**config.mk**
```make
export PLATFORM = sky130hd
export DESIGN_NAME = msc_core
export DESIGN_NICKNAME = d
export VERILOG_FILES = /design/src/core/msc_pkg.sv /design/src/core/msc_core.sv
export SDC_FILE = /design/constraint.sdc
export NUM_CORES = 1
export LEC_CHECK = 0
export CORE_MARGIN = 10
export CORE_UTILIZATION = 50
export CTS_CLUSTER_SIZE = 8
export DETAILED_ROUTE_END_ITERATION = 10
export DONT_BUFFER_PORTS = 1
export PLACE_DENSITY_LB_ADDON = 0.25
export SLEW_MARGIN = 40
export SYNTH_ARGS = -nofsm -noshare
export SYNTH_HDL_FRONTEND = slang
export SYNTH_SLANG_ARGS = --single-unit
```
**constraint.sdc**
```tcl
create_clock -name pclk -period 6.3 [get_ports pclk]
set_input_delay 0.63 -clock pclk [delete_from_list [all_inputs] [get_ports pclk]]
set_output_delay 0.63 -clock pclk [all_outputs]
set_load 0.01 [all_outputs]
```
**src/core/msc_pkg.sv**
```systemverilog
// Contract
// - in auto, forward and reverse command bits together mean reset, not drive
// - then both high at least 18.5 ms; only then the reset executes
// - trip clears on key move auto/manual to off, held about half a second
// - overload trip refuses reset until thermal memory or thermistor says fit
// - 24 V failure error to master clears by itself when 24 V returns
// - peripheral fault when bus power present but 24 V never came up
// - motor current with contactor off is an internal fault, raises peripheral fault
// - peripheral fault flashes the bus-error indicator; master lists such slaves
// - internal fault also flashes motor and both direction indicators
// - parameter pattern 111 returns the diagnostic status
// - internal fault clears on 24 V removal, key reset or bus reset
// - manual direction held over 24 V loss blocks restart, flashes until key reset
// - lower-limit manual-only option: 400 V loss in manual gives group fault
// - key switch: auto drives from bus, off removes drive and resets, manual local
// - phase-reversal bit selects which contactor serves the forward command
// - quick stop switches drive off in local logic, no bus latency
// - quick-stop maps: A both; A fwd B rev; A and B fwd
// - each external input configurable as quick stop or interlock limit
// - interlock: input A bounds forward, input B bounds reverse
// - interlock stops manual drive even while selector stays actuated
// - replacement with key off and auto-addressing blanks error indicators quickly
// - quick-stop rising edge latches stop until master clears the command bit
// - any other parameter value is echoed back unchanged
package msc_pkg;
  // ****************************************
  // timing
  // ****************************************
  localparam int unsigned MSC_CLK_NS = 50;
  localparam int unsigned MSC_CMD_MIN_US = 18500;
  localparam int unsigned MSC_KEY_HOLD_MS = 500;
  localparam int unsigned MSC_DEB_MS = 5;
  localparam int unsigned MSC_BLINK_MS = 250;
  localparam int unsigned MSC_CMD_CYC = (MSC_CMD_MIN_US * 1000 + MSC_CLK_NS - 1) / MSC_CLK_NS;
  localparam int unsigned MSC_KEY_CYC = (MSC_KEY_HOLD_MS * 1000000 + MSC_CLK_NS - 1) / MSC_CLK_NS;
  localparam int unsigned MSC_DEB_CYC = (MSC_DEB_MS * 1000000 + MSC_CLK_NS - 1) / MSC_CLK_NS;
  localparam int unsigned MSC_BLINK_CYC = MSC_BLINK_MS * 1000000 / MSC_CLK_NS;
  localparam int MSC_CNT_W = 24;
  // ****************************************
  // register map and fields
  // ****************************************
  localparam logic [11:0] MSC_CFG_ADDR = 12'h000;
  localparam logic [11:0] MSC_STAT_ADDR = 12'h004;
  localparam logic [5:0] MSC_CFG_RST = 6'h00;
  localparam int MSC_CFG_PHREV = 0;
  localparam int MSC_CFG_QSMAP = 1;
  localparam int MSC_CFG_ILA = 3;
  localparam int MSC_CFG_ILB = 4;
  localparam int MSC_CFG_LCL = 5;
  localparam logic [1:0] MSC_QS_BOTH = 2'h0;
  localparam logic [1:0] MSC_QS_SPLIT = 2'h1;
  localparam logic [1:0] MSC_QS_FWD2 = 2'h2;
  // ****************************************
  // parameter channel and diagnostic codes
  // ****************************************
  localparam logic [2:0] MSC_PRM_DIAG = 3'h7;
  localparam logic [2:0] MSC_DG_CONT = 3'h1;
  localparam logic [2:0] MSC_DG_OVL = 3'h2;
  localparam logic [2:0] MSC_DG_THM = 3'h3;
  localparam logic [2:0] MSC_DG_MAN = 3'h4;
  localparam logic [2:0] MSC_DG_NONE = 3'h7;
  typedef enum logic [3:0] {
    MSC_WLOW = 4'h1,
    MSC_ARM = 4'h2,
    MSC_WHIGH = 4'h4,
    MSC_DONE = 4'h8
  } msc_brst_e;
endpackage

```
**src/core/msc_core.sv**
```systemverilog
`timescale 1ns/1ps
module msc_core
  import msc_pkg::*;
#(
  parameter int unsigned CMD_CYC = MSC_CMD_CYC,
  parameter int unsigned KEY_CYC = MSC_KEY_CYC,
  parameter int unsigned DEB_CYC = MSC_DEB_CYC,
  parameter int unsigned BLINK_CYC = MSC_BLINK_CYC
)
(
  // clock and reset
  input wire logic pclk,
  input wire logic presetn,
  // apb slave
  input wire logic psel,
  input wire logic penable,
  input wire logic pwrite,
  input wire logic [11:0] paddr,
  input wire logic [31:0] pwdata,
  output logic [31:0] prdata,
  output logic pready,
  output logic pslverr,
  // local switches and limit inputs (pins)
  input wire logic key_auto,
  input wire logic key_manual,
  input wire logic forward_select,
  input wire logic reverse_select,
  input wire logic limit_input_a,
  input wire logic limit_input_b,
  // supply and motor sensing (pins)
  input wire logic bus_power_ok,
  input wire logic supply_24v_ok,
  input wire logic supply_400v_ok,
  input wire logic motor_current,
  input wire logic overload_hot,
  input wire logic thermistor_hot,
  input wire logic auto_addr_active,
  // bus slave side, same clock
  input wire logic forward_command_bit,
  input wire logic reverse_command_bit,
  input wire logic param_wr,
  input wire logic [2:0] param_data,
  output logic [2:0] param_resp,
  output logic group_fault,
  output logic peripheral_fault_flag,
  // contactors and indicators
  output logic contactor_main,
  output logic contactor_rev,
  output logic led_motor,
  output logic led_fwd,
  output logic led_rev,
  output logic led_bus_err
);
  // ****************************************
  // helpers
  // ****************************************
  function automatic logic at_lim(input logic [MSC_CNT_W-1:0] c, input int unsigned lim);
    at_lim = c >= MSC_CNT_W'(lim - 1);
  endfunction
  function automatic logic [MSC_CNT_W-1:0] inc(input logic [MSC_CNT_W-1:0] c);
    inc = c + MSC_CNT_W'(1);
  endfunction

  // ****************************************
  // input synchronisers and debounce
  // ****************************************
  logic [12:0] s1_q, s2_q;
  logic [5:0] deb_q, deb_d, smp_q, lim_prev_q;
  logic [MSC_CNT_W-1:0] deb_cnt_q;
  wire logic deb_tick = at_lim(deb_cnt_q, DEB_CYC);
  always_ff @(posedge pclk or negedge presetn)
    if (!presetn)
    begin
      s1_q <= '0;
      s2_q <= '0;
    end
    else
    begin
      s1_q <= {auto_addr_active, thermistor_hot, overload_hot, motor_current,
               supply_400v_ok, supply_24v_ok, bus_power_ok, limit_input_b,
               limit_input_a, reverse_select, forward_select, key_manual, key_auto};
      s2_q <= s1_q;
    end
  // a bit changes only after two agreeing samples one debounce period apart
  assign deb_d = (s2_q[5:0] & smp_q) | (deb_q & (s2_q[5:0] | smp_q));
  always_ff @(posedge pclk or negedge presetn)
    if (!presetn)
    begin
      deb_cnt_q <= '0;
      smp_q <= '0;
      deb_q <= '0;
      lim_prev_q <= '0;
    end
    else
    begin
      deb_cnt_q <= deb_tick ? '0 : inc(deb_cnt_q);
      if (deb_tick)
      begin
        smp_q <= s2_q[5:0];
        deb_q <= deb_d;
      end
      lim_prev_q <= deb_q;
    end
  wire logic k_auto = deb_q[0] & ~deb_q[1];
  wire logic k_man = deb_q[1] & ~deb_q[0];
  wire logic k_off = ~k_auto & ~k_man;
  wire logic sel_f = deb_q[2] & ~deb_q[3];
  wire logic sel_r = deb_q[3] & ~deb_q[2];
  wire logic lim_a = deb_q[4];
  wire logic lim_b = deb_q[5];
  wire logic rise_a = deb_q[4] & ~lim_prev_q[4];
  wire logic rise_b = deb_q[5] & ~lim_prev_q[5];
  wire logic bus_pwr = s2_q[6];
  wire logic sup24 = s2_q[7];
  wire logic sup400 = s2_q[8];
  wire logic mot_cur = s2_q[9];
  wire logic ovl_hot = s2_q[10];
  wire logic thm_hot = s2_q[11];
  wire logic auto_addr = s2_q[12];

  // ****************************************
  // configuration register
  // ****************************************
  logic [5:0] cfg_q;
  wire logic phase_rev = cfg_q[MSC_CFG_PHREV];
  wire logic [1:0] qs_map = cfg_q[MSC_CFG_QSMAP +: 2];
  wire logic il_a = cfg_q[MSC_CFG_ILA];
  wire logic il_b = cfg_q[MSC_CFG_ILB];
  wire logic lcl_man = cfg_q[MSC_CFG_LCL];

  // ****************************************
  // key-switch reset: off held after auto or manual
  // ****************************************
  logic key_armed_q, key_rst_q;
  logic [MSC_CNT_W-1:0] key_cnt_q;
  wire logic key_rst_now = k_off & key_armed_q & at_lim(key_cnt_q, KEY_CYC);
  always_ff @(posedge pclk or negedge presetn)
    if (!presetn)
    begin
      key_armed_q <= 1'b0;
      key_cnt_q <= '0;
      key_rst_q <= 1'b0;
    end
    else
    begin
      key_armed_q <= ~k_off | (key_armed_q & ~key_rst_now);
      key_cnt_q <= k_off ? inc(key_cnt_q) : '0;
      key_rst_q <= key_rst_now;
    end

  // ****************************************
  // bus reset: both bits low, then both high
  // ****************************************
  msc_brst_e br_q, br_d;
  logic [MSC_CNT_W-1:0] br_cnt_q;
  logic bus_rst_q;
  wire logic both_lo = ~forward_command_bit & ~reverse_command_bit;
  wire logic both_hi = forward_command_bit & reverse_command_bit;
  wire logic br_tmo = at_lim(br_cnt_q, CMD_CYC);
  wire logic bus_rst_now = (br_q == MSC_WHIGH) & both_hi & br_tmo;
  always_comb
  begin
    br_d = br_q;
    unique case (br_q)
      MSC_WLOW: if (both_lo && br_tmo) br_d = MSC_ARM;
      MSC_ARM: if (both_hi) br_d = MSC_WHIGH;
        else if (!both_lo) br_d = MSC_WLOW;
      MSC_WHIGH: if (!both_hi) br_d = MSC_WLOW;
        else if (br_tmo) br_d = MSC_DONE;
      MSC_DONE: if (!both_hi) br_d = MSC_WLOW;
      default: br_d = MSC_WLOW;
    endcase
    if (!k_auto) br_d = MSC_WLOW;
  end
  always_ff @(posedge pclk or negedge presetn)
    if (!presetn)
    begin
      br_q <= MSC_WLOW;
      br_cnt_q <= '0;
      bus_rst_q <= 1'b0;
    end
    else
    begin
      br_q <= br_d;
      br_cnt_q <= (br_d != br_q || (br_q == MSC_WLOW && !both_lo)) ? '0 : inc(br_cnt_q);
      bus_rst_q <= bus_rst_now & k_auto;
    end
  wire logic any_rst = key_rst_q | bus_rst_q;

  // ****************************************
  // faults
  // ****************************************
  logic trip_ovl_q, trip_thm_q, int_q, seen24_q, lcl_q, man_lock_q;
  logic drv_f_q, drv_r_q;
  logic contactor_main_q, contactor_rev_q;
  wire logic cont_on = contactor_main_q | contactor_rev_q;
  wire logic pf24 = bus_pwr & ~sup24 & ~seen24_q;
  wire logic pf_d = pf24 | int_q;
  always_ff @(posedge pclk or negedge presetn)
    if (!presetn)
    begin
      trip_ovl_q <= 1'b0;
      trip_thm_q <= 1'b0;
      int_q <= 1'b0;
      seen24_q <= 1'b0;
      lcl_q <= 1'b0;
      man_lock_q <= 1'b0;
    end
    else
    begin
      // trips clear only when the motor is fit again; set wins over clear
      trip_ovl_q <= ovl_hot | (trip_ovl_q & ~any_rst);
      trip_thm_q <= thm_hot | (trip_thm_q & ~any_rst);
      int_q <= (mot_cur & ~cont_on) | (int_q & ~any_rst & sup24);
      seen24_q <= bus_pwr & (sup24 | seen24_q);
      lcl_q <= (lcl_man & k_man & ~sup400) | (lcl_q & ~any_rst);
      man_lock_q <= (k_man & (sel_f | sel_r) & ~sup24) | (man_lock_q & ~key_rst_q);
    end
  wire logic trip = trip_ovl_q | trip_thm_q;
  wire logic hot = ovl_hot | thm_hot;
  // 24 V loss is reported but needs no acknowledge
  wire logic gf_d = trip | int_q | lcl_q | ~sup24;
  wire logic block = trip | int_q | lcl_q | k_off | ~sup24;

  // ****************************************
  // quick stop and interlocked manual
  // ****************************************
  logic qs_f_q, qs_r_q, il_f_q, il_r_q;
  wire logic qa = ~il_a & rise_a;
  wire logic qb = ~il_b & rise_b;
  wire logic qs_f_set = qa | (qb & (qs_map == MSC_QS_FWD2));
  wire logic qs_r_set = (qa & (qs_map == MSC_QS_BOTH)) | (qb & (qs_map == MSC_QS_SPLIT));
  always_ff @(posedge pclk or negedge presetn)
    if (!presetn)
    begin
      qs_f_q <= 1'b0;
      qs_r_q <= 1'b0;
      il_f_q <= 1'b0;
      il_r_q <= 1'b0;
    end
    else
    begin
      // released only when the master drops its command bit
      qs_f_q <= qs_f_set | (qs_f_q & forward_command_bit);
      qs_r_q <= qs_r_set | (qs_r_q & reverse_command_bit);
      il_f_q <= (il_a & lim_a) | (il_f_q & ~(k_auto | (sel_r & ~lim_a)));
      il_r_q <= (il_b & lim_b) | (il_r_q & ~(k_auto | (sel_f & ~lim_b)));
    end

  // ****************************************
  // drive selection
  // ****************************************
  wire logic want_f = k_auto ? (forward_command_bit & ~reverse_command_bit) : (k_man & sel_f);
  wire logic want_r = k_auto ? (reverse_command_bit & ~forward_command_bit) : (k_man & sel_r);
  // quick-stop terms bypass the bus so stop latency is one cycle
  wire logic stop_f = k_auto ? (qs_f_q | qs_f_set) : (il_f_q | man_lock_q);
  wire logic stop_r = k_auto ? (qs_r_q | qs_r_set) : (il_r_q | man_lock_q);
  wire logic go_f = want_f & ~stop_f & ~block;
  wire logic go_r = want_r & ~stop_r & ~block;
  always_ff @(posedge pclk or negedge presetn)
    if (!presetn)
    begin
      drv_f_q <= 1'b0;
      drv_r_q <= 1'b0;
      contactor_main_q <= 1'b0;
      contactor_rev_q <= 1'b0;
    end
    else
    begin
      drv_f_q <= go_f;
      drv_r_q <= go_r;
      contactor_main_q <= phase_rev ? go_r : go_f;
      contactor_rev_q <= phase_rev ? go_f : go_r;
    end

  // ****************************************
  // indicators
  // ****************************************
  logic blink_q, led_motor_q, led_fwd_q, led_rev_q, led_bus_err_q, gf_q, pf_q;
  logic [MSC_CNT_W-1:0] blink_cnt_q;
  wire logic blank = k_off & auto_addr;
  wire logic fl_f = want_f & ~go_f & (stop_f | man_lock_q);
  wire logic fl_r = want_r & ~go_r & (stop_r | man_lock_q);
  always_ff @(posedge pclk or negedge presetn)
    if (!presetn)
    begin
      blink_cnt_q <= '0;
      blink_q <= 1'b0;
      led_motor_q <= 1'b0;
      led_fwd_q <= 1'b0;
      led_rev_q <= 1'b0;
      led_bus_err_q <= 1'b0;
      gf_q <= 1'b0;
      pf_q <= 1'b0;
    end
    else
    begin
      blink_cnt_q <= at_lim(blink_cnt_q, BLINK_CYC) ? '0 : inc(blink_cnt_q);
      blink_q <= blink_q ^ at_lim(blink_cnt_q, BLINK_CYC);
      // steady while still hot, flashing once a reset would be accepted
      led_motor_q <= ~blank & ((trip & (hot | blink_q)) | (int_q & blink_q) | lcl_q);
      led_fwd_q <= ~blank & (int_q ? blink_q : (go_f | (fl_f & blink_q)));
      led_rev_q <= ~blank & (int_q ? blink_q : (go_r | (fl_r & blink_q)));
      led_bus_err_q <= ~blank & pf_d & blink_q;
      gf_q <= gf_d;
      pf_q <= pf_d;
    end

  // ****************************************
  // parameter channel
  // ****************************************
  logic [2:0] param_resp_q;
  wire logic [2:0] diag = int_q ? MSC_DG_CONT : trip_ovl_q ? MSC_DG_OVL :
    trip_thm_q ? MSC_DG_THM : k_man ? MSC_DG_MAN : MSC_DG_NONE;
  always_ff @(posedge pclk or negedge presetn)
    if (!presetn)
      param_resp_q <= MSC_DG_NONE;
    else if (param_wr)
      param_resp_q <= (param_data == MSC_PRM_DIAG) ? diag : param_data;

  // ****************************************
  // apb slave, one wait state
  // ****************************************
  logic [31:0] prdata_q;
  logic pready_q, pslverr_q;
  wire logic acc = psel & penable & ~pready_q;
  wire logic hit_cfg = paddr == MSC_CFG_ADDR;
  wire logic hit_stat = paddr == MSC_STAT_ADDR;
  wire logic [31:0] stat_w = {16'h0000, br_q, qs_r_q, qs_f_q, il_r_q, il_f_q, man_lock_q,
    lcl_q, int_q, trip_thm_q, trip_ovl_q, pf_q, gf_q, k_auto};
  wire logic [31:0] rd_w = hit_cfg ? {26'h0000000, cfg_q} : hit_stat ? stat_w : 32'h00000000;
  always_ff @(posedge pclk or negedge presetn)
    if (!presetn)
    begin
      cfg_q <= MSC_CFG_RST;
      prdata_q <= '0;
      pready_q <= 1'b0;
      pslverr_q <= 1'b0;
    end
    else
    begin
      pready_q <= acc;
      pslverr_q <= acc & ~hit_cfg & ~(hit_stat & ~pwrite);
      prdata_q <= (acc & ~pwrite) ? rd_w : '0;
      if (acc & pwrite & hit_cfg)
        cfg_q <= pwdata[5:0];
    end

  // ****************************************
  // outputs
  // ****************************************
  assign prdata = prdata_q;
  assign pready = pready_q;
  assign pslverr = pslverr_q;
  assign param_resp = param_resp_q;
  assign group_fault = gf_q;
  assign peripheral_fault_flag = pf_q;
  assign contactor_main = contactor_main_q;
  assign contactor_rev = contactor_rev_q;
  assign led_motor = led_motor_q;
  assign led_fwd = led_fwd_q;
  assign led_rev = led_rev_q;
  assign led_bus_err = led_bus_err_q;
endmodule

```
* Yosys cells after proc, flatten, opt, wreduce, memory -nomap -nowiden
Index checks and enable logic that the tools add are counted.
W data, S select, Z words.
** Cells by class
- Reductions and logical operators :: 6
- Bitwise operators :: 148
- Equal/unequal tests :: 9
- Multiplexer cells :: 28
- Magnitude comparators :: 4
- Add/subtract/negate cells :: 4
** Operator list (count)
- $add A24 B1 Y24 const B :: 4
- $mux W24 :: 4
- $and A1 B1 Y1 :: 72
- $mux W16 :: 3
- $or A1 B1 Y1 :: 37
- $not A1 Y1 :: 34
- $mux W4 :: 7
- $ge A24 B17 Y1 const B :: 1
- $ge A24 B19 Y1 const B :: 1
- $ge A24 B23 Y1 const B :: 1
- $ge A24 B24 Y1 const B :: 1
- $pmux W4 S4 :: 1
- $and A6 B6 Y6 :: 2
- $eq A12 B3 Y1 const B :: 1
- $logic_not A12 Y1 :: 1
- $mux W3 :: 4
- $or A6 B6 Y6 :: 2
- $mux W1 :: 8
- $eq A4 B1 Y1 const B :: 1
- $eq A4 B2 Y1 const B :: 1
- $eq A4 B3 Y1 const B :: 1
- $eq A4 B4 Y1 const B :: 1
- $ne A4 B4 Y1 :: 1
- $eq A3 B3 Y1 const B :: 1
- 8 further kinds :: 9
** Storage, ports and cells
- Register bits after elaboration :: 193
- Output and inout bits :: 45
- Input port bits :: 68

* Depth between registers and ports, before layout
Gate-level depths: netlist of run 1.
- Depth in word-level cells :: 17
- Gate-level depth with buffers :: 9

* Least setup slack after synthesis of run 1
Ideal clock, no wire load.
- Kind :: input to register
- From :: input reverse_command_bit
- To :: register br_cnt_q[19]
- Cell stages on the path :: 8
- Buffers on the path :: 2
- Data arrival time :: 2.382 ns
- Library setup time :: 0.069 ns
- Path slack :: 3.849 ns
- Cells stage by stage :: buf_6 -> or4b_1 -> a211oi_2 -> nor2_1 -> o32a_1 -> a221o_2 -> buf_6 -> nor2_2
** On the way
- Cells in the longest elaborated chain, start to end :: 9
- Elaborated cells between the ends (all ways) :: 16
- Classes of those cells :: 1 x eq/ne; 8 x mux; 3 x bitwise; 4 x reduce/logical
** RTL lines
- from (decl) :: line msc_core.sv:40 : input wire logic reverse_command_bit,
- $not A1 Y1 :: line msc_core.sv:157 : wire logic both_lo = ~forward_command_bit & ~reverse_command_bit;
- $and A1 B1 Y1 :: line msc_core.sv:157
- $mux W4 or $logic_and A1 B1 Y1 (tied branches) :: line msc_core.sv:167, msc_core.sv:165
- $mux W4, on equally long branches :: line msc_core.sv:166, msc_core.sv:165
- $pmux W4 S4 :: line msc_core.sv:164 : unique case (br_q)
- $mux W4 :: line msc_core.sv:173 : if (!k_auto) br_d = MSC_WLOW;
- $ne A4 B4 Y1 :: line msc_core.sv:185 : br_cnt_q <= (br_d != br_q || (br_q == MSC_WLOW && !both_lo)) ? '0 : inc(br_cnt_q);
- $logic_or A1 B1 Y1 (*) :: line msc_core.sv:185
- $mux W24 (*) :: line msc_core.sv:185
- to (signal assigned) :: line msc_core.sv:185
- to (decl) :: line msc_core.sv:155 : logic [MSC_CNT_W-1:0] br_cnt_q;
Every way passes the cells marked *; elsewhere a longest branch is shown, timed or not.
A chain may end at the register's enable or synchronous reset.

* Worst setup path in the final report of run 1
- From :: register deb_q[1]
- To :: register br_cnt_q[8]
** On the way
- Cells in the longest elaborated chain, start to end :: 6
** RTL lines
- from (decl) :: line msc_core.sv:68 : logic [5:0] deb_q, deb_d, smp_q, lim_prev_q;
- from (signal assigned) :: line msc_core.sv:91 : deb_q <= '0;
- from (signal assigned) :: line msc_core.sv:100 : deb_q <= deb_d;
- $not A1 Y1 :: line msc_core.sv:104 : wire logic k_auto = deb_q[0] & ~deb_q[1];
- $and A1 B1 Y1 :: line msc_core.sv:104
- $mux W4 :: line msc_core.sv:173
- $ne A4 B4 Y1 :: line msc_core.sv:185
- $logic_or A1 B1 Y1 :: line msc_core.sv:185
- $mux W24 :: line msc_core.sv:185
Every way passes these cells.

==> results of run 1 <==
[sequential cells by signal, summed over array words and instances, names as in the netlist, 6 cells and up]
register and flops:
s2_q 13, smp_q 6, key_cnt_q 24, blink_cnt_q 24, br_cnt_q 24, cfg_q 6, prdata 16, deb_cnt_q 24
s1_q 13, deb_q 6
[worst register-to-register path, stage by stage (launching register included)]
cell and delay (ns):
dfrtp_1 0.40, inv_1 0.08, ha_1 0.39, inv_1 0.25, o31a_2 0.37, o32a_1 0.33
a221o_2 0.55, a21oi_1 0.20
[final cells by class]
class | instances | area share
clock buffers | 18 | 0.0482
clock inverters | 14 | 0.0194
inverters | 25 | 0.0103
multi-input cells | 540 | 0.364
flip-flops and latches | 189 | 0.520
well taps | 220 | 0.0302
repair buffers | 4 | 0.00769
[layout by cell type, fill, tap and decap left out, types with 3 or more instances in the layout]
| cell type | instances |
|---|---|
| xor2_1 | 33 |
| or2_2 | 3 |
| mux2_2 | 12 |
| nor2b_1 | 8 |
| conb_1 | 24 |
| a21o_1 | 4 |
| ha_1 | 8 |
| inv_1 | 25 |
| and2_1 | 27 |
| nor3b_1 | 3 |
| o211ai_1 | 13 |
| o31ai_1 | 3 |
| mux2i_1 | 4 |
| a22oi_1 | 8 |
| nand4_1 | 14 |
| dfrtp_1 | 185 |
| o21ai_0 | 22 |
| nand4b_1 | 4 |
| nor3_1 | 18 |
| nor2_2 | 11 |
| a2111oi_0 | 3 |
| a21boi_0 | 7 |
| or3_1 | 8 |
| xnor2_1 | 39 |
| and4_1 | 5 |
| a21oi_1 | 14 |
| inv_6 | 3 |
| dfstp_2 | 4 |
| nand3b_1 | 6 |
| nand3_1 | 40 |
| clkbuf_16 | 17 |
| nor2_1 | 98 |
| nand2_1 | 47 |
| inv_8 | 3 |
| clkinv_4 | 4 |
| and3_1 | 15 |
| nor4_1 | 7 |
[stage by stage]
| stage | instances | power (uW) |
|---|---|---|
| 2_1_floorplan | 792 | 1460 |
| 3_3_place_gp | 976 | 1480 |
| 3_5_place_dp | 976 | 1490 |
| 4_1_cts | 1009 | 2620 |
| 5_1_grt | 1010 | 2710 |
| 6_report | 1010 | 2590 |
[power by group]
part | total (uW) | leakage (uW) | internal, uW | switching [uW]
Sequential | 1330 | 0.00245 | 1270 | 58.2
Clock | 1100 | 0.000304 | 612 | 487
Combinational | 160 | 0.00122 | 57.8 | 102
Total | 2590 | 0.00398 | 1940 | 648
[what timing repair did]
item / in CTS / in global routing
setup buffers: 0 / 0
hold endpoints to repair: 185 / 0
hold buffers: 1 / 0
[routing by layer]
metal / share of wire / track usage / vias to the layer above
met3: 0.064 / 0.0461 / 17
met2: 0.48 / 0.238 / 137
met1: 0.45 / 0.193 / 2744
li1: - / - / 2622
met5: 0 / 0 / -
met4: 0.012 / 0.0491 / 0
[cells by family (layout without fill, tap and decap cells)]
group,after synthesis,in the layout,share of synthesized area
other,1,24,0.000451
buffers and inverters,63,61,0.0425
DFF,189,189,0.570
muxes,16,16,0.0211
adders and majority gates,8,8,0.0120
and+or+nand+nor,323,323,0.196
xor gates and xnor gates,72,72,0.0759
AOI/OAI and AO/OA,97,97,0.0820
[worst paths after layout]
path | start | end | slack [ns]
min in group pclk | bus_power_ok | s1_q[6] | 0.22
hold / removal | presetn | param_resp[0] | 0.04
hold reg to reg | s1_q[7] | s2_q[7] | 0.35
setup / recovery | deb_q[1] | br_cnt_q[8] | 3.66
max in group asynchronous | presetn | deb_cnt_q[13] | 5.38
setup reg to reg | deb_q[1] | br_cnt_q[8] | 3.66
==> flow_summary.toml, run 1 <==
[sta]
period_needed_ns = 2.64
hold-worst-slack_ns = 0.0353
hold_viol_final = 0
tightest_slew_ns = 0.775
fin_crit_sh = 0.419
maxSlewViolCount = 0
rsz0062_at_grt = "no"
worst_slack_ns = 3.66
finalSetupViolations = 0
fin_skew_ns = 0.00964
clock.fmax_mhz = 379
relSlewSlack = 0.470
fin_tns_setup_ns = 0

[worst_setup_path]
slowest_delay_ns = 0.55
crit_buf_inv = 2
crit_type = "reg2reg"
cpLargestDelayFamily = "compound AO/OA/AOI/OAI gates"
critPathMaxFanout = 24
crit_required_ns = 6.65
reg2reg_depth = 7
crit_top_cell = "inv_1"
crit_path_cell_trace = "inv_1, ha_1, inv_1, o31a_2, o32a_1, a221o_2, a21oi_1"
cp_slowest_cell = "a221o_2"
cp.arrival_ns = 3.00
start_kind = "register"
end_kind = "register"
cp.depth = 7

[yosys]
synth_flop_cell = "dfrtp_1"
syn_area_per_cell_sq_um = 10.8
synth_common_cells = "185 x dfrtp_1, 98 x nor2_1, 47 x nand2_1, 40 x nand3_1, 39 x xnor2_1"
netlist_area_sq_um = 8310
synthDistinctLibCells = 63
synth-seq-area-share = 0.570
yosys.area.top_type = "dfrtp_1"
synth_seq_cells = 189
netlist.area_leader.share = 0.557
postSynthCellCount = 769
synth_edf_count = 0
ys_top_cells_by_area = "dfrtp_1 56%, nor2_1 4.4%, xnor2_1 4.1%"
async_reset_ff_frac = 1.00
synth_most_common_cell = "dfrtp_1"
yosys_warnings = 0

[place]
numPortBuffers = 0
post_dp_cell_area_sq_um = 8430
routabilityCongestion = 0.832
place_worst_setup_slack_ns = 3.64
place_hpwl_mm = 11.4

[cells_and_area]
synthToLayoutAreaGrowth_pct = 9.56
fillers = 1384
design_area_sq_um = 9110
seqCellArea_sq_um = 4730
final_nets = 853
n_antenna_cell = 0
drive_gt1_frac = 0.0975
fin_util = 0.553
multi_input_area_sq_um = 3320

[power_and_ir_drop]
p_leak_uw = 0.00398
vdd_ir_drop_max_uv = 208
cellPowerDensity_nw_per_um2 = 285

[status]
status = "finished clean"

[global_route]
track_usage = 0.150
antenna_found_initial = 0
grt_pass1_vias = 5348
grt_pass1_wl_mm = 26.7
overflow = 0
grt_max_degree = 186

[route]
routed_wl_mm = 16.3
wl_per_cell_um = 16.2
firstDrtPassIters = 5
drc = 0
viasPerCell = 5.47
vias = 5520
antenna_left = 0
drt_iter0_drc = 368

[clocking]
clkLatencyLatePin_ns = 0.43
cts_root_buffer = "clkbuf_16"
cts_buffers = 17
cts_max_level = 4
clkSlewWorstSetupHoldPaths_ns = 0.07
cts_tree = "done"
cts_sinks = 189
clockBufferDepth = 2
cts_resized = 0

[die]
dieWidth_um = 149
coreArea_sq_um = 16500
num_rows = 47
start_util = 0.505
die_height_um = 149
dieArea_sq_um = 22200
ios = 113

[hold_path]
min_path_type = "in2async"

[job]
maxCapViolations = 0
Power figures use the tool's default switching activity.
==> run 2, diff against run 1 <==
==> constraint.sdc (replaced) <==
create_clock -name pclk -period 2.75 [get_ports pclk]
set_input_delay 0.275 -clock pclk [delete_from_list [all_inputs] [get_ports pclk]]
set_output_delay 0.275 -clock pclk [all_outputs]
set_load 0.01 [all_outputs]
==> run 2 against run 1 <==
Against the previous run: the flow now finishes with violations (negative hold slack); worst setup slack worse by 3.4 ns; sequential share of layout area down 1.4 points; clock power up 140%; worst hold slack worse by 0.49 ns; fmax up 4.4%; sequential cell count unchanged; critical path depth down 1; non-clock buffer count up 27; register-to-register slack worse by 3.4 ns; sequential power up 130%.
==> flow_summary.toml, run 2 (synthesis results as in run 1) <==
[status]
status = "complete, but fails checks"
failed_checks = "negative hold slack"

[worst_setup_path]
critPathMaxFanout = 8
start_kind = "register"
slowest_delay_ns = 0.88
end_kind = "register"
crit_required_ns = 3.03
cp_slowest_cell = "a2111oi_0"
crit_type = "reg2reg"
reg2reg_depth = 6
cp.arrival_ns = 2.81
crit_path_cell_trace = "inv_1, ha_1, inv_1, a2111oi_0, o211ai_1, a21boi_0"
crit_top_cell = "inv_1"

[route]
drc = 0
drt_iter0_drc = 434
antenna_left = 0
wl_per_cell_um = 15.8
routed_wl_mm = 16.3
viasPerCell = 5.39
firstDrtPassIters = 5
vias = 5586

[sta]
fin_tns_setup_ns = 0
period_needed_ns = 2.53
hold-worst-slack_ns = -0.450
hold_viol_final = 189
fin_skew_ns = 0.0137
clock.fmax_mhz = 395
finalSetupViolations = 0
rsz0062_at_grt = "no"
worst_slack_ns = 0.221
maxSlewViolCount = 0
relSlewSlack = 0.348
tightest_slew_ns = 0.953
fin_crit_sh = 0.920

[global_route]
overflow = 0
grt_pass1_wl_mm = 27.7
track_usage = 0.153
antenna_found_initial = 0
grt-busiest-layer = "met2"
grtUsageMet2 = 0.228
grtUsageMet3 = 0.0434
use_met1 = 0.209
grt_max_degree = 190
grt_pass1_vias = 5482

[place]
place_hpwl_mm = 11.3
routabilityCongestion = 0.823
numPortBuffers = 0
place_worst_setup_slack_ns = 0.174

[power_and_ir_drop]
cellPowerDensity_nw_per_um2 = 642
p_leak_uw = 0.00408
vdd_ir_drop_max_uv = 470

[clocking]
cts_sinks = 189
postCtsHoldBufs = 25
cts_tree = "done"
cts_max_level = 4
cts_buffers = 17
clkLatencyLatePin_ns = 0.44
clockBufferDepth = 2
clkSlewWorstSetupHoldPaths_ns = 0.07
cts_root_buffer = "clkbuf_16"
postCtsSetupRepairBufs = 0

[cells_and_area]
final_nets = 880
drive_gt1_frac = 0.0968
fillers = 1384
layout_common_cells = "185 x dfrtp_1, 98 x nor2_1, 47 x nand2_1"
layout_commonest_cell = "dfrtp_1"
synthToLayoutAreaGrowth_pct = 12.6
n_antenna_cell = 0

[die]
dieWidth_um = 149
start_util = 0.505
coreArea_sq_um = 16500
die_height_um = 149
ios = 113
num_rows = 47
dieArea_sq_um = 22200

[job]
maxCapViolations = 0

[hold_path]
min_path_type = "in2async"
## run 2: power by group
group          switching [uW]  internal (uW)  total, uW
Combinational             194            153        347
Sequential                127           2920       3050
Clock                    1080           1540       2620
Total                    1400           4610       6010
## run 2: final timing paths
check,start,to,slack (ns)
setup / recovery,deb_q[1],led_fwd,0.22
min in group pclk,penable,pready,0.01
setup reg to reg,deb_q[1],led_fwd,0.22
max in group asynchronous,presetn,key_cnt_q[16],2.90
hold reg to reg,s1_q[0],s2_q[0],0.35
hold / removal,presetn,key_cnt_q[0],-0.45
## run 2: what timing repair did
| item | CTS | global route |
|---|---|---|
| hold endpoints to repair | 213 | 189 |
| setup endpoints to repair | 0 | 2 |
| gates resized for setup | 0 | 1 |
## run 2: routing by layer
metal	wire, um	share of wire
met3	974	0.060
met5	0	0
met4	261	0.016
met1	7610	0.47
met2	7490	0.46
## run 2: critical path: cells and delay by family, from the launching register on
kind            cells  cell delay [ns]
buf+inv             2             0.23
compound gates      3             1.57
flops               1             0.40
fa+ha+maj           1             0.17
## run 2: through the flow
| step | hold WS, ns | cells | power (uW) | area (sq um) | utilization |
|---|---|---|---|---|---|
| after CTS | -0.475 | 1036 | 6070 | 9340 | 0.567 |
| after global placement | -0.00659 | 980 | 3400 | 8460 | 0.514 |
| after detailed placement | -0.00742 | 980 | 3410 | 8460 | 0.514 |
| after global routing | -0.480 | 1036 | 6260 | 9360 | 0.568 |
| final | -0.450 | 1036 | 6010 | 9360 | 0.568 |
| after floorplan | -0.0206 | 792 | 3340 | 8400 | - |
## run 2: area by class of cell
type,instances,area [sq um],area share
Clock buffer,17,425,0.0455
Clock inverter,14,206,0.0221
Timing Repair Buffer,31,295,0.0316
Sequential cell,189,4730,0.506
Tap cell,220,275,0.0294
Multi-Input combinational cell,540,3330,0.356
Inverter,25,93.8,0.0100
==> run 3, diff against run 2 <==
--- a/config.mk
+++ b/config.mk
@@ -5,8 +5,9 @@
 export SDC_FILE = /design/constraint.sdc
 export NUM_CORES = 1
 export LEC_CHECK = 0
+export ABC_CLOCK_PERIOD_IN_PS = 2750
 export CORE_MARGIN = 10
-export CORE_UTILIZATION = 50
+export CORE_UTILIZATION = 63
 export CTS_CLUSTER_SIZE = 8
 export DETAILED_ROUTE_END_ITERATION = 10
 export DONT_BUFFER_PORTS = 1
==> run 3 against run 2 <==
Against the previous run: worst hold slack got worse by 0.015 ns; first-iteration DRC count increased by 7.4%; sequential power hardly changed; worst setup slack got worse by 0.019 ns; via count increased by 3.3%; non-clock buffer count up 4; global-route usage up 4.5 points; critical path type unchanged; the flow still finishes with violations (negative hold slack); largest power group unchanged; sequential share of layout area is 0.30 points higher; highest routed layer unchanged; core utilization is 16 points higher; sequential cell count unchanged; critical path depth increased by 1; power shrank 1.3%.
==> flow_summary.toml, run 3 (synthesis results as in run 1) <==
[global_route]
grt_pass1_vias = 5878
grt_max_degree = 190
overflow = 0
track_usage = 0.198
antenna_found_initial = 0
grt_pass1_wl_mm = 29.0

[cells_and_area]
multi_input_area_sq_um = 3320
drive_gt1_frac = 0.0963
seqCellArea_sq_um = 4730
synthToLayoutAreaGrowth_pct = 11.9
n_antenna_cell = 0
layout_common_cells = "185 x dfrtp_1, 98 x nor2_1, 47 x nand2_1"
layout_commonest_cell = "dfrtp_1"
design_area_sq_um = 9300
final_nets = 884
fillers = 862

[power_and_ir_drop]
p_leak_uw = 0.00407
vdd_ir_drop_max_uv = 623
cellPowerDensity_nw_per_um2 = 638

[clocking]
postCtsSetupRepairBufs = 0
cts_buffers = 17
cts_max_level = 4
cts_tree = "done"
clkLatencyLatePin_ns = 0.44
postCtsHoldBufs = 27
cts_sinks = 189
clockBufferDepth = 2
clkSlewWorstSetupHoldPaths_ns = 0.07
cts_root_buffer = "clkbuf_16"

[sta]
rsz0062_at_grt = "no"
worst_slack_ns = 0.202
fin_crit_sh = 0.927
fin_skew_ns = 0.00805
relSlewSlack = 0.539
finalSetupViolations = 0
maxSlewViolCount = 0
period_needed_ns = 2.55
hold_viol_final = 189
tightest_slew_ns = 0.691
hold-worst-slack_ns = -0.465
clock.fmax_mhz = 392
fin_tns_setup_ns = 0

[worst_setup_path]
end_kind = "register"
cp.depth = 7
crit_path_cell_trace = "ha_1, and3_1, nor4_1, o211ai_2, a211o_2, a221o_4, a21oi_1"
cpLargestDelayFamily = "compound AO/OA/AOI/OAI gates"
critical_path.startpoint = "br_cnt_q[0]"
r2r_start = "br_cnt_q[0]"
cp.arrival_ns = 2.91
reg2reg_depth = 7
slowest_delay_ns = 0.53
crit_buf_inv = 0
critPathCapture = "br_cnt_q[8]"
crit_required_ns = 3.12
r2r_end = "br_cnt_q[8]"
cp_slowest_cell = "a221o_4"
r2r_slack_ns = 0.20
crit_type = "reg2reg"
start_kind = "register"
critPathMaxFanout = 24

[route]
routed_wl_mm = 17.2
viasPerCell = 5.82
drc = 0
antenna_left = 0
drt_iter0_drc = 466
vias = 5773
firstDrtPassIters = 5
wl_per_cell_um = 17.3

[die]
dieArea_sq_um = 18200
coreArea_sq_um = 12800
ios = 113
start_util = 0.651
die_height_um = 135
dieWidth_um = 135
num_rows = 41

[place]
post_dp_cell_area_sq_um = 8410
numPortBuffers = 0
place_hpwl_mm = 11.3
place_worst_setup_slack_ns = 0.154
routabilityCongestion = 0.830

[status]
failed_checks = "negative hold slack"
status = "complete, but fails checks"

[job]
maxCapViolations = 0

[hold_path]
min_path_type = "in2async"
run 3: worst register-to-register path: stages, from the launching register on:
cell and delay [ns]:
dfrtp_1 0.42, ha_1 0.24, and3_1 0.25, nor4_1 0.29, o211ai_2 0.22, a211o_2 0.35
a221o_4 0.53, a21oi_1 0.17
run 3: area by class of cell:
class                           count  share of cell area
Clock inverter                     12              0.0175
Clock buffer                       19              0.0476
Sequential cell                   189               0.509
Multi-Input combinational cell    540               0.357
Timing Repair Buffer               35              0.0355
Tap cell                          172              0.0231
Inverter                           25              0.0101
run 3: per-layer routing:
| layer | up-vias | GRT usage | routed length [um] |
|---|---|---|---|
| li1 | 2673 | - | - |
| met1 | 2854 | 0.241 | 7150 |
| met2 | 222 | 0.328 | 8530 |
| met3 | 24 | 0.0579 | 1220 |
| met4 | 0 | 0.0677 | 276 |
| met5 | - | 0 | 0 |
run 3: how the worst min path moves through the flow:
| stage | start | to | slack, ns | cells after the start |
|---|---|---|---|---|
| floorplan | presetn | blink_cnt_q[0] | -0.02 | 0 |
| global placement | presetn | key_cnt_q[12] | -0.01 | 0 |
| detailed placement | presetn | key_cnt_q[11] | -0.01 | 0 |
| CTS | presetn | key_cnt_q[14] | -0.48 | 0 |
| global route | presetn | key_cnt_q[14] | -0.49 | 0 |
| finish | presetn | key_cnt_q[14] | -0.47 | 0 |
run 3: report_power, final:
| group | total [uW] | leakage [uW] | switching (uW) | internal [uW] |
|---|---|---|---|---|
| clock network | 2540 | 0.000279 | 1080 | 1460 |
| registers | 3050 | 0.00245 | 130 | 2920 |
| logic | 349 | 0.00134 | 194 | 155 |
| total | 5940 | 0.00407 | 1400 | 4530 |
run 3: repair_timing:
action | CTS | global route
endpoints found under the setup margin | 0 | 6
gates resized for setup | 0 | 1
hold endpoints to repair | 214 | 189
run 3: through the flow:
step / cells / utilization / hold WS [ns] / power, uW
floorplan: 792 / - / -0.0206 / 3340
global route: 992 / 0.728 / -0.486 / 6150
global placement: 934 / 0.659 / -0.0118 / 3390
CTS: 992 / 0.727 / -0.484 / 5970
finish: 992 / 0.728 / -0.465 / 5940
detailed placement: 934 / 0.659 / -0.0122 / 3410
